$ cat src/common/mio_pkg.sv
// Shared constants and carrier types for the monitor and input select block.
// Assumes a single 250 MHz clock; frequencies are carried in 0.1 Hz units.
package mio_pkg;

  // ===========================================================
  // Clock
  localparam int unsigned CLK_PERIOD_NS = 4;
  localparam int unsigned CLK_HZ        = 1_000_000_000 / CLK_PERIOD_NS;

  // ===========================================================
  // Widths
  localparam int unsigned ADC_W  = 10;  // Converted analog sample
  localparam int unsigned FREQ_W = 16;  // Frequency, 0.1 Hz per unit
  localparam int unsigned CUR_W  = 9;   // Current, percent of rated
  localparam int unsigned GAIN_W = 8;   // Monitor gain 0..255

  // ===========================================================
  // Codes
  localparam logic [1:0] FSRC_ANALOG  = 2'h1;
  localparam logic [1:0] MON_FREQ_PWM = 2'h0;
  localparam logic [1:0] MON_CUR_PWM  = 2'h1;
  localparam logic [1:0] MON_PULSE    = 2'h2;

  // Full scale of the current monitor, percent
  localparam logic [FREQ_W-1:0] CUR_FULL_PCT = 16'h00C8;

  // Reset values
  localparam logic [1:0]        MON_SEL_RST = MON_FREQ_PWM;
  localparam logic [GAIN_W-1:0] GAIN_RST    = 8'h00;

  // ===========================================================
  // Carriers
  typedef struct packed {
    logic              cal_full;  // Force pin continuously on
    logic [1:0]        sel;       // Monitor form
    logic [GAIN_W-1:0] gain;      // PWM gain
  } mio_mon_cfg_t;

  typedef struct packed {
    logic [FREQ_W-1:0] out_freq;  // Present output frequency
    logic [FREQ_W-1:0] max_freq;  // Maximum-frequency setting
    logic [CUR_W-1:0]  out_cur;   // Output current, percent
  } mio_drive_t;

endpackage

$ cat src/verilog/mio_monitor.sv
// Frequency command source select and monitor pin generator.
// Assumes analog samples, drive data and settings arrive on MCLK; only the
// analog-type select pin is asynchronous and is synchronised here.
// Functional notes
// [RULE1] Select inactive: voltage input commands frequency
// [RULE2] Select active: current input commands frequency
// [RULE3] Select unassigned: sum voltage and current
// [RULE4] Analog inputs used only with source 01
// [RULE5] Monitor form: freq PWM, current PWM, pulses
// [RULE6] PWM duty scaled by gain 0..255
// [RULE7] Calibration holds monitor pin continuously on
// [RULE8] Pulse rate equals ten times output frequency; code caps it at ten times max_freq
// [RULE9] Pulse form is digital, ignores gain
// [RULE10] Fixed period, duty value/full times gain
// [RULE11] New settings taken only at boundaries; code applies cal_full on the next clock
`timescale 1ns/1ps
`default_nettype none

module mio_monitor
  import mio_pkg::*;
#(
  parameter int unsigned PWM_PERIOD = 4000,  // Cycles per PWM period
  parameter int unsigned GAIN_NOM   = 100    // Gain giving unity scale
) (
  input  wire logic                       MCLK,
  input  wire logic                       RST,
  input  wire logic                       ANALOG_TYPE_SEL,
  input  wire logic                       TYPE_SEL_ASSIGNED,
  input  wire logic [1:0]                 FREQ_SOURCE,
  input  wire logic [mio_pkg::ADC_W-1:0]  VOLT_IN,
  input  wire logic [mio_pkg::ADC_W-1:0]  CURRENT_IN,
  input  wire logic [mio_pkg::FREQ_W-1:0] OTHER_CMD,
  input  var  mio_pkg::mio_mon_cfg_t      MON_CFG,
  input  var  mio_pkg::mio_drive_t        DRIVE,
  output logic [mio_pkg::FREQ_W-1:0]      FREQ_CMD,
  output logic                            MONITOR_PIN
);
  import mio_pkg::*;

  localparam int unsigned CNT_W  = $clog2(PWM_PERIOD);
  localparam int unsigned RAMP_W = 48;
  localparam int unsigned ACC_W  = 30;
  localparam logic [CNT_W-1:0]  CNT_LAST = CNT_W'(PWM_PERIOD - 1);
  localparam logic [RAMP_W-1:0] PER_R    = RAMP_W'(PWM_PERIOD);
  localparam logic [RAMP_W-1:0] GNOM_R   = RAMP_W'(GAIN_NOM);
  localparam logic [ACC_W-1:0]  CLK_A    = ACC_W'(CLK_HZ);

  // ===========================================================
  // Analog-type select synchroniser
  // A change counts only once the last two stages agree.
  logic [2:0] type_sel_sync;
  logic       type_sel_level;

  always_ff @(posedge MCLK or posedge RST) begin
    if (RST) begin
      type_sel_sync <= 3'h0;
    end else begin
      type_sel_sync <= {type_sel_sync[1:0], ANALOG_TYPE_SEL};
    end
  end

  always_ff @(posedge MCLK or posedge RST) begin
    if (RST) begin
      type_sel_level <= 1'b0;  // Voltage input until the pin says otherwise
    end else if (type_sel_sync[1] == type_sel_sync[2]) begin
      type_sel_level <= type_sel_sync[2];
    end
  end

  // ===========================================================
  // Frequency command source
  logic [FREQ_W-1:0] next_freq_cmd;

  always_comb begin
    if (FREQ_SOURCE != FSRC_ANALOG) begin
      next_freq_cmd = OTHER_CMD;                                 // RULE4
    end else if (!TYPE_SEL_ASSIGNED) begin
      next_freq_cmd = FREQ_W'(VOLT_IN) + FREQ_W'(CURRENT_IN);    // RULE3
    end else if (type_sel_level) begin
      next_freq_cmd = FREQ_W'(CURRENT_IN);                       // RULE2
    end else begin
      next_freq_cmd = FREQ_W'(VOLT_IN);                          // RULE1
    end
  end

  always_ff @(posedge MCLK or posedge RST) begin
    if (RST) begin
      FREQ_CMD <= '0;
    end else begin
      FREQ_CMD <= next_freq_cmd;
    end
  end

  // ===========================================================
  // Settings and values held for one period or pulse
  logic [1:0]        act_sel;
  logic [GAIN_W-1:0] act_gain;
  logic [RAMP_W-1:0] act_num;   // value * gain * period
  logic [RAMP_W-1:0] act_den;   // full scale * nominal gain
  logic [FREQ_W-1:0] act_freq;  // Pulse-form rate, clamped
  logic [CNT_W-1:0]  cnt;
  logic [RAMP_W-1:0] ramp;
  logic [ACC_W-1:0]  acc;
  logic              toggle;
  logic              boundary;
  logic [FREQ_W-1:0] mon_val;
  logic [FREQ_W-1:0] mon_full;
  logic [FREQ_W-1:0] clamp_freq;

  // Frequency clamp keeps the pulse rate at or under ten times the maximum
  assign clamp_freq = (DRIVE.out_freq > DRIVE.max_freq) ?
                      DRIVE.max_freq : DRIVE.out_freq;           // RULE8

  // Monitored value and its full scale for the PWM forms
  always_comb begin
    if (MON_CFG.sel == MON_CUR_PWM) begin
      mon_val  = FREQ_W'(DRIVE.out_cur);
      mon_full = CUR_FULL_PCT;                                   // RULE5
    end else begin
      mon_val  = clamp_freq;
      mon_full = DRIVE.max_freq;                                 // RULE5
    end
  end

  // Pulse form ends a pulse on its falling toggle; a stopped pulse train
  // re-arms every cycle so a new rate is never missed.
  assign boundary = (act_sel == MON_PULSE) ?
                    ((toggle && MONITOR_PIN) || (act_freq == '0)) :
                    (cnt == CNT_LAST);                           // RULE11

  // Latch settings at the boundary only
  always_ff @(posedge MCLK or posedge RST) begin
    if (RST) begin
      act_sel  <= MON_SEL_RST;
      act_gain <= GAIN_RST;
      act_num  <= '0;
      act_den  <= '0;
      act_freq <= '0;
    end else if (boundary) begin                                 // RULE11
      act_sel  <= MON_CFG.sel;
      act_gain <= MON_CFG.gain;
      act_num  <= RAMP_W'(mon_val) * RAMP_W'(MON_CFG.gain) * PER_R; // RULE6
      act_den  <= RAMP_W'(mon_full) * GNOM_R;
      act_freq <= clamp_freq;
    end
  end

  // ===========================================================
  // PWM period counter and duty ramp
  // Ramp avoids a divider: high while elapsed*den < value*gain*period.
  always_ff @(posedge MCLK or posedge RST) begin
    if (RST) begin
      cnt <= '0;
    end else if (cnt == CNT_LAST) begin
      cnt <= '0;                                                 // RULE10
    end else begin
      cnt <= cnt + CNT_W'(1);
    end
  end

  always_ff @(posedge MCLK or posedge RST) begin
    if (RST) begin
      ramp <= '0;
    end else if (cnt == CNT_LAST) begin
      ramp <= '0;
    end else begin
      ramp <= ramp + act_den;
    end
  end

  // ===========================================================
  // Pulse-form phase accumulator
  // Adds twice the rate per cycle and toggles on each wrap of the clock
  // rate, so the rate in 0.1 Hz units is the pulse rate in Hz.
  logic [ACC_W-1:0] acc_sum;
  assign acc_sum = acc + {{(ACC_W-FREQ_W-1){1'b0}}, act_freq, 1'b0};
  assign toggle  = (act_sel == MON_PULSE) && (acc_sum >= CLK_A);  // RULE9

  always_ff @(posedge MCLK or posedge RST) begin
    if (RST) begin
      acc <= '0;
    end else if (act_sel != MON_PULSE) begin
      acc <= '0;
    end else if (toggle) begin
      acc <= acc_sum - CLK_A;                                    // RULE8
    end else begin
      acc <= acc_sum;
    end
  end

  // ===========================================================
  // Monitor pin
  logic next_pin;

  always_comb begin
    if (MON_CFG.cal_full) begin
      next_pin = 1'b1;                                           // RULE7
    end else if (act_sel == MON_PULSE) begin
      next_pin = toggle ? !MONITOR_PIN : MONITOR_PIN;            // RULE9
    end else if (cnt == CNT_LAST) begin
      next_pin = 1'b0;  // Next period's first cycle forced low; new settings drive the pin from its second cycle
    end else begin
      next_pin = (ramp < act_num);                               // RULE10
    end
  end

  always_ff @(posedge MCLK or posedge RST) begin
    if (RST) begin
      MONITOR_PIN <= 1'b0;
    end else begin
      MONITOR_PIN <= next_pin;
    end
  end

  // ===========================================================
  // Checks
  chk_volt_source: assert property (@(posedge MCLK) disable iff (RST) // RULE1
    (FREQ_SOURCE == FSRC_ANALOG && TYPE_SEL_ASSIGNED && !type_sel_level)
      |=> FREQ_CMD == FREQ_W'($past(VOLT_IN)))
    else $error("voltage input not selected");

  chk_curr_source: assert property (@(posedge MCLK) disable iff (RST) // RULE2
    (FREQ_SOURCE == FSRC_ANALOG && TYPE_SEL_ASSIGNED && type_sel_level)
      |=> FREQ_CMD == FREQ_W'($past(CURRENT_IN)))
    else $error("current input not selected");

  chk_sum_source: assert property (@(posedge MCLK) disable iff (RST) // RULE3
    (FREQ_SOURCE == FSRC_ANALOG && !TYPE_SEL_ASSIGNED)
      |=> FREQ_CMD == FREQ_W'($past(VOLT_IN)) + FREQ_W'($past(CURRENT_IN)))
    else $error("analog sum wrong");

  chk_other_source: assert property (@(posedge MCLK) disable iff (RST) // RULE4
    (FREQ_SOURCE != FSRC_ANALOG) |=> FREQ_CMD == $past(OTHER_CMD))
    else $error("analog used outside source 01");

  chk_cal_full: assert property (@(posedge MCLK) disable iff (RST) // RULE7
    MON_CFG.cal_full [*2] |=> MONITOR_PIN)
    else $error("calibration not full scale");

  chk_zero_gain: assert property (@(posedge MCLK) disable iff (RST) // RULE6
    (act_sel != MON_PULSE && act_gain == '0 && !MON_CFG.cal_full)
      |=> !MONITOR_PIN)
    else $error("zero gain gave output");

  chk_cfg_boundary: assert property (@(posedge MCLK) disable iff (RST) // RULE11
    (act_sel != $past(act_sel)) |-> $past(boundary))
    else $error("form changed mid period");

  chk_pulse_clamp: assert property (@(posedge MCLK) disable iff (RST) // RULE8
    (act_sel == MON_PULSE && $stable(DRIVE.max_freq))
      |-> act_freq <= DRIVE.max_freq || $past(boundary) == 1'b0)
    else $error("pulse rate over maximum");

  chk_pulse_toggle: assert property (@(posedge MCLK) disable iff (RST) // RULE9
    (act_sel == MON_PULSE && !toggle && !MON_CFG.cal_full)
      |=> $stable(MONITOR_PIN))
    else $error("pulse pin moved without toggle");

endmodule // mio_monitor

`default_nettype wire

$ cat config.mk
export PLATFORM = sky130hd
export DESIGN_NAME = mio_monitor
export DESIGN_NICKNAME = d
export VERILOG_FILES = /design/src/common/mio_pkg.sv /design/src/verilog/mio_monitor.sv
export SDC_FILE = /design/constraint.sdc
export NUM_CORES = 1
export LEC_CHECK = 0
export ABC_CLOCK_PERIOD_IN_PS = 8260
export BUFFER_PORTS_ARGS = -buffer_cell sky130_fd_sc_hd__buf_2
export CAP_MARGIN = 20
export CORE_ASPECT_RATIO = 0.9
export CORE_UTILIZATION = 45
export CTS_CLUSTER_DIAMETER = 200
export DETAILED_ROUTE_END_ITERATION = 12
export MAX_ROUTING_LAYER = met4
export PLACE_DENSITY = 0.69
export SLEW_MARGIN = 20
export SYNTH_ARGS = -nofsm -noshare
export SYNTH_HDL_FRONTEND = slang
export SYNTH_SLANG_ARGS = --single-unit
$ cat constraint.sdc
create_clock -name MCLK -period 8.26 [get_ports MCLK]
set_input_delay 0.413 -clock MCLK [delete_from_list [all_inputs] [get_ports MCLK]]
set_output_delay 0.413 -clock MCLK [all_outputs]
set_load 0.05 [all_outputs]
Yosys cells after proc, flatten, opt, wreduce, memory -nomap -nowiden
Index checks and enable logic that the tools add are counted.
{"block": "classes", "add_sub_neg": 5, "n_mul": 3, "div_mod_pow": 0, "n_lt_le_gt_ge": 3, "n_eq_ne": 7, "shift": 0, "mux": 15, "bitwise_logic": 0, "reduce_logical": 5}
{"operator": "$mux W16", "n": 4}
{"operator": "$mux W30", "n": 2}
{"operator": "$add A48 B23 Y48", "n": 1}
{"operator": "$lt A48 B36 Y1", "n": 1}
{"operator": "$mux W48", "n": 1}
{"operator": "$mul A24 B7 Y31 const B", "n": 1}
{"operator": "$add A30 B17 Y30", "n": 1}
{"operator": "$ge A30 B28 Y1 const B", "n": 1}
{"operator": "$sub A30 B28 Y30 const B", "n": 1}
{"operator": "$mul A16 B8 Y24", "n": 1}
{"operator": "$mul A16 B5 Y21 const B", "n": 1}
{"operator": "$gt A16 B16 Y1", "n": 1}
{"operator": "$logic_not A16 Y1", "n": 1}
{"operator": "$add A12 B1 Y12 const B", "n": 1}
{"operator": "$eq A12 B12 Y1 const B", "n": 1}
{"operator": "$mux W12", "n": 1}
{"operator": "$add A10 B10 Y11", "n": 1}
{"operator": "$mux W11", "n": 1}
{"operator": "$mux W10", "n": 1}
{"operator": "$mux W1", "n": 5}
{"operator": "$ne A3 B3 Y1 const B", "n": 1}
{"operator": "$eq A2 B1 Y1 const B", "n": 1}
{"operator": "$eq A2 B2 Y1 const B", "n": 1}
{"operator": "$logic_and A1 B1 Y1", "n": 2}
{"operator": "5 further kinds", "n": 5}
{"block": "totals", "register_bits": 181, "latchBits": 0, "ram_bits": 0, "rom_bits": 0, "in_bits": 94, "out_inout_bits": 17, "elab_cells": 49, "memories": 0}

Depth between registers and ports, before layout
{"block": "depth", "ltp_word": 6, "mapped_depth": 48, "ltp_nobuf": 47}

Worst setup path before layout
Ideal clock, no wire load.
{"block": "synth_path", "path_kind": "input to register", "startpoint": "input DRIVE[10] (netlist name)", "endpoint": "register act_num[33]", "setup_ns": 0.125, "t_arrival_ns": 11.147, "required_ns": 8.135, "path_slack_ns": -3.011, "stages": 47, "n_path_buf": 2, "cell_sequence": "inv_1 > ha_1 > nor2b_1 > o21a_1 > o21a_1 > o21a_1 > o21a_1 > o211ai_1 > a21o_1 > a31o_2 > clkbuf_1 > clkbuf_1 > mux2i_1 > a21oi_1 > and2_1 > fa_1 > inv_1 > fa_1 > [11 not listed] > xor2_1 > xnor2_1 > inv_1 > ha_1 > inv_1 > fa_1 > fa_1 > fa_1 > inv_1 > ha_1 > a21o_1 > a21o_1 > a21oi_1 > a21boi_0 > o21ai_0 > o41ai_1 > xor2_1 > mux2i_1"}
{"block": "synth_via", "elab_chain_len": 5}
{"item": "from (decl)", "line_no": "mio_monitor.sv:34", "text": "input var mio_pkg::mio_drive_t DRIVE,"}
{"item": "$gt A16 B16 Y1", "line_no": "mio_monitor.sv:111", "text": "assign clamp_freq = (DRIVE.out_freq > DRIVE.max_freq) ?"}
{"item": "$mux W16 *", "line_no": "mio_monitor.sv:111"}
{"item": "$mux W16 *", "line_no": "mio_monitor.sv:116", "text": "if (MON_CFG.sel == MON_CUR_PWM) begin"}
{"item": "$mul A16 B8 Y24 *", "line_no": "mio_monitor.sv:142", "text": "act_num <= RAMP_W'(mon_val) * RAMP_W'(MON_CFG.gain) * PER_R;"}
{"item": "$mul A24 B7 Y31 *", "line_no": "mio_monitor.sv:142"}
{"item": "to (signal assigned)", "line_no": "mio_monitor.sv:142"}
{"item": "to (decl)", "line_no": "mio_monitor.sv:98", "text": "logic [RAMP_W-1:0] act_num;"}
Mark *: on every way between the ends. The rest lies on a longest branch, timed or not.
A chain may end at the register's enable or synchronous reset.

Worst setup path in the final report
{"block": "layout_path", "startpoint": "input DRIVE[10] (netlist name)", "endpoint": "register act_num[35]"}
The elaborated chain is that of the path after synthesis.

==> metrics <==
CP Max Fanout=7; post-synthesis sequential area ratio=21.3%; synth warn=0; buffers and inverters on the worst path=12; Final min period=between 9 and 10 ns; Met3 Routed Length=roughly 1800 microns; Primary FF master, synth=dfrtp_1; final setup fails=21; Critical Path RT=approximately 8.6 ns; total of max-cap violations=0; clock tree root driver cell=clkbuf_16; Syn Nets=around 2800; Least-Margin Pin Slew=approximately 1.1 ns; Post-synth EDFFs=0; Post-synth ARST share=100%; CTS Buf Count=17; syn avg cell area=approximately 9 sq um; Post-DRT Antenna Nets=0; I/O pin count=111; Fillers=3834; CTS sink count=178; Initial Util=45.8%; die height=between 200 and 250 microns; Clock Skews=roughly 0.011 ns; die area=around 47000 sq um; Fmax=slightly above 100 MHz; multi-input combinational cell area=roughly 17000 sq um; met1 WL=roughly 25000 microns; DR WL/cell=around 16 microns; Skew-Pair Late Insertion Delay=0.45 ns; CTS tree=built; Max clock buf depth=2; cell area after synthesis=between 20000 and 25000 sq um; # diodes=0; DRC Markers=0; drt via density=about 5.3; Post-Route WL=approximately 54000 microns; slowest stage delay, CP=0.54 ns; hold_ws=0.0798 ns; synth top area cells=dfrtp_1 21%, fa_1 17%, ha_1 15%, inv_1 6.1%, xnor2_1 3.9%; Synth Register Bits=roughly 180; fin. max-slew vios=0; initial antenna violation count=0; top sig layer=met4; post-synth top area share=21.3%; Layout Nets=about 3200; Synth cell types=approximately 80; largest net degree at the start of global routing=94; met2 wire len=roughly 26000 microns; delay-heaviest family, CP=adder cells; Pre-antenna DRT Iters=5; Via Count=~17000; type of the worst setup path=in -> reg; failing checks=negative setup slack; unrepaired setup endpoints after global routing=yes; first-pass GRT wire length=91800 microns; FP Rows=74; post-layout utilization of the core=~60%; total grt overflow=0; Port Buffer Count=110; Hold/Removal Path Class=in -> reg; total global-route track usage=24.4%; crit path max-delay cell type=fa_1; Initial DRC Count=a little over 1000; commonest cells after routing, fill and taps aside=304 x inv_1, 281 x buf_4, 215 x ha_1, 178 x dfrtp_1, 171 x fa_1; Syn Inst Count=between 2000 and 2500; H-tree levels=4; Detailed Place HPWL=about 42000 microns; layout cells sized above 1=between 20% and 30%; largest area contributor in the netlist=dfrtp_1; most used cell, CP=fa_1; Rel. slew slack=29.4%; Worst Setup Start Kind=input port; Register Area=~4500 sq um; Final period util=120%; Clock Pin Slew Worst Setup and Hold Paths=roughly 0.07 ns; commonest non-fill, non-tap cell in the layout=inv_1; Final Hold Viols=0; critical path arrival=between 10 and 15 ns; final setup margin=-1.62 ns; Crit. End Element=register; core area=about 46000 sq um; area grow syn2layout=28.3%; Die W=around 230 microns; number of global-route vias before repair=approximately 19000; status=finished, violations left; GPL Wtd Cong=a little over 0.9
cell usage after synthesis, drive strengths merged, types with 43 or more instances:
cell type and count:
inv 341, mux2i 50, and2 109, fa 179
xor2 54, a21o 51, nor2 131, dfrtp 178
ha 258, o21ai 80, nand3 43, xnor2 92
nand2 144, a21oi 139
layer usage:
layer / global-route usage (%) / vias to the layer above
li1: - / 8456
met1: 31.9 / 8501
met2: 40.4 / 323
met3: 2.80 / 76
met4: 5.90 / 0
met5: - / -
worst register-to-register path: cells and delay by family, from the launching register on:
kind / cells / cell delay [ns]
AO/OA/AOI/OAI: 7 / 2.12
buffers and inverters: 1 / 0.32
adder cells (fa/ha/maj): 2 / 0.66
multiplexers: 1 / 0.43
AND/OR/NAND/NOR: 2 / 1.08
XOR/XNOR: 1 / 0.36
flip-flops: 1 / 0.40
path summary, 6_finish.rpt:
kind | endpoint | slack [ns] | from | depth (start not counted)
max reg2reg | act_num[8]$_DFFE_PP0P_ | 2.76 | act_freq[0]$_DFFE_PP0P_ | 14
min in group asynchronous | acc[26]$_DFF_PP0_ | 0.14 | RST | 2
max in group asynchronous | act_num[27]$_DFFE_PP0P_ | 6.82 | RST | 3
min reg2reg | type_sel_sync[1]$_DFF_PP0_ | 0.35 | type_sel_sync[0]$_DFF_PP0_ | 0
max | act_num[35]$_DFFE_PP0P_ | -1.62 | DRIVE[10] | 48
min | type_sel_sync[0]$_DFF_PP0_ | 0.08 | ANALOG_TYPE_SEL | 1
final cells by class:
type                            instances  share of cell area (%)
Multi-Input combinational cell       1706                    61.7
Sequential cell                       178                    16.6
Inverter                              341                    4.83
Tap cell                              608                    2.84
Timing Repair Buffer                  429                    11.7
Clock buffer                           20                    1.67
Clock inverter                         12                   0.640
registers in the layout, indices dropped and copies added (netlist names):
register	cells
ramp	46
act_den	21
type_sel_sync	3
act_freq	16
act_sel	2
FREQ_CMD	16
MONITOR_PIN	1
type_sel_level	1
act_num	31
cnt	12
acc	29
metrics by stage:
step	instance area, sq um	instances	setup TNS, ns	setup WS, ns
6_report	26800	3294	-22.87	-1.62
5_1_grt	26800	3294	-31.13	-2.07
4_1_cts	26300	3273	-21.25	-1.65
3_5_place_dp	24500	3191	-37.40	-2.45
3_3_place_gp	24500	3191	-34.68	-2.26
2_1_floorplan	21600	2278	-18.14	-1.63
cell families after synthesis:
kind of cell | synth area share (%)
flip-flops | 21.3
buffers and inverters | 7.37
XOR/XNOR | 6.13
multiplexers | 4.07
AND/OR/NAND/NOR | 14.0
adder cells (fa/ha/maj) | 32.7
AO/OA/AOI/OAI | 14.3
timing repair:
item                       4_1_cts  5_1_grt
pin swaps                      169       98
setup endpoints to repair       22       23
gates resized for setup        181       57
hold buffers                     0        0
hold endpoints to repair         0        0
buffers inserted                56       24
Power is not shown: default switching activity piles up to over one toggle a cycle in this logic, so the estimate is an artifact.
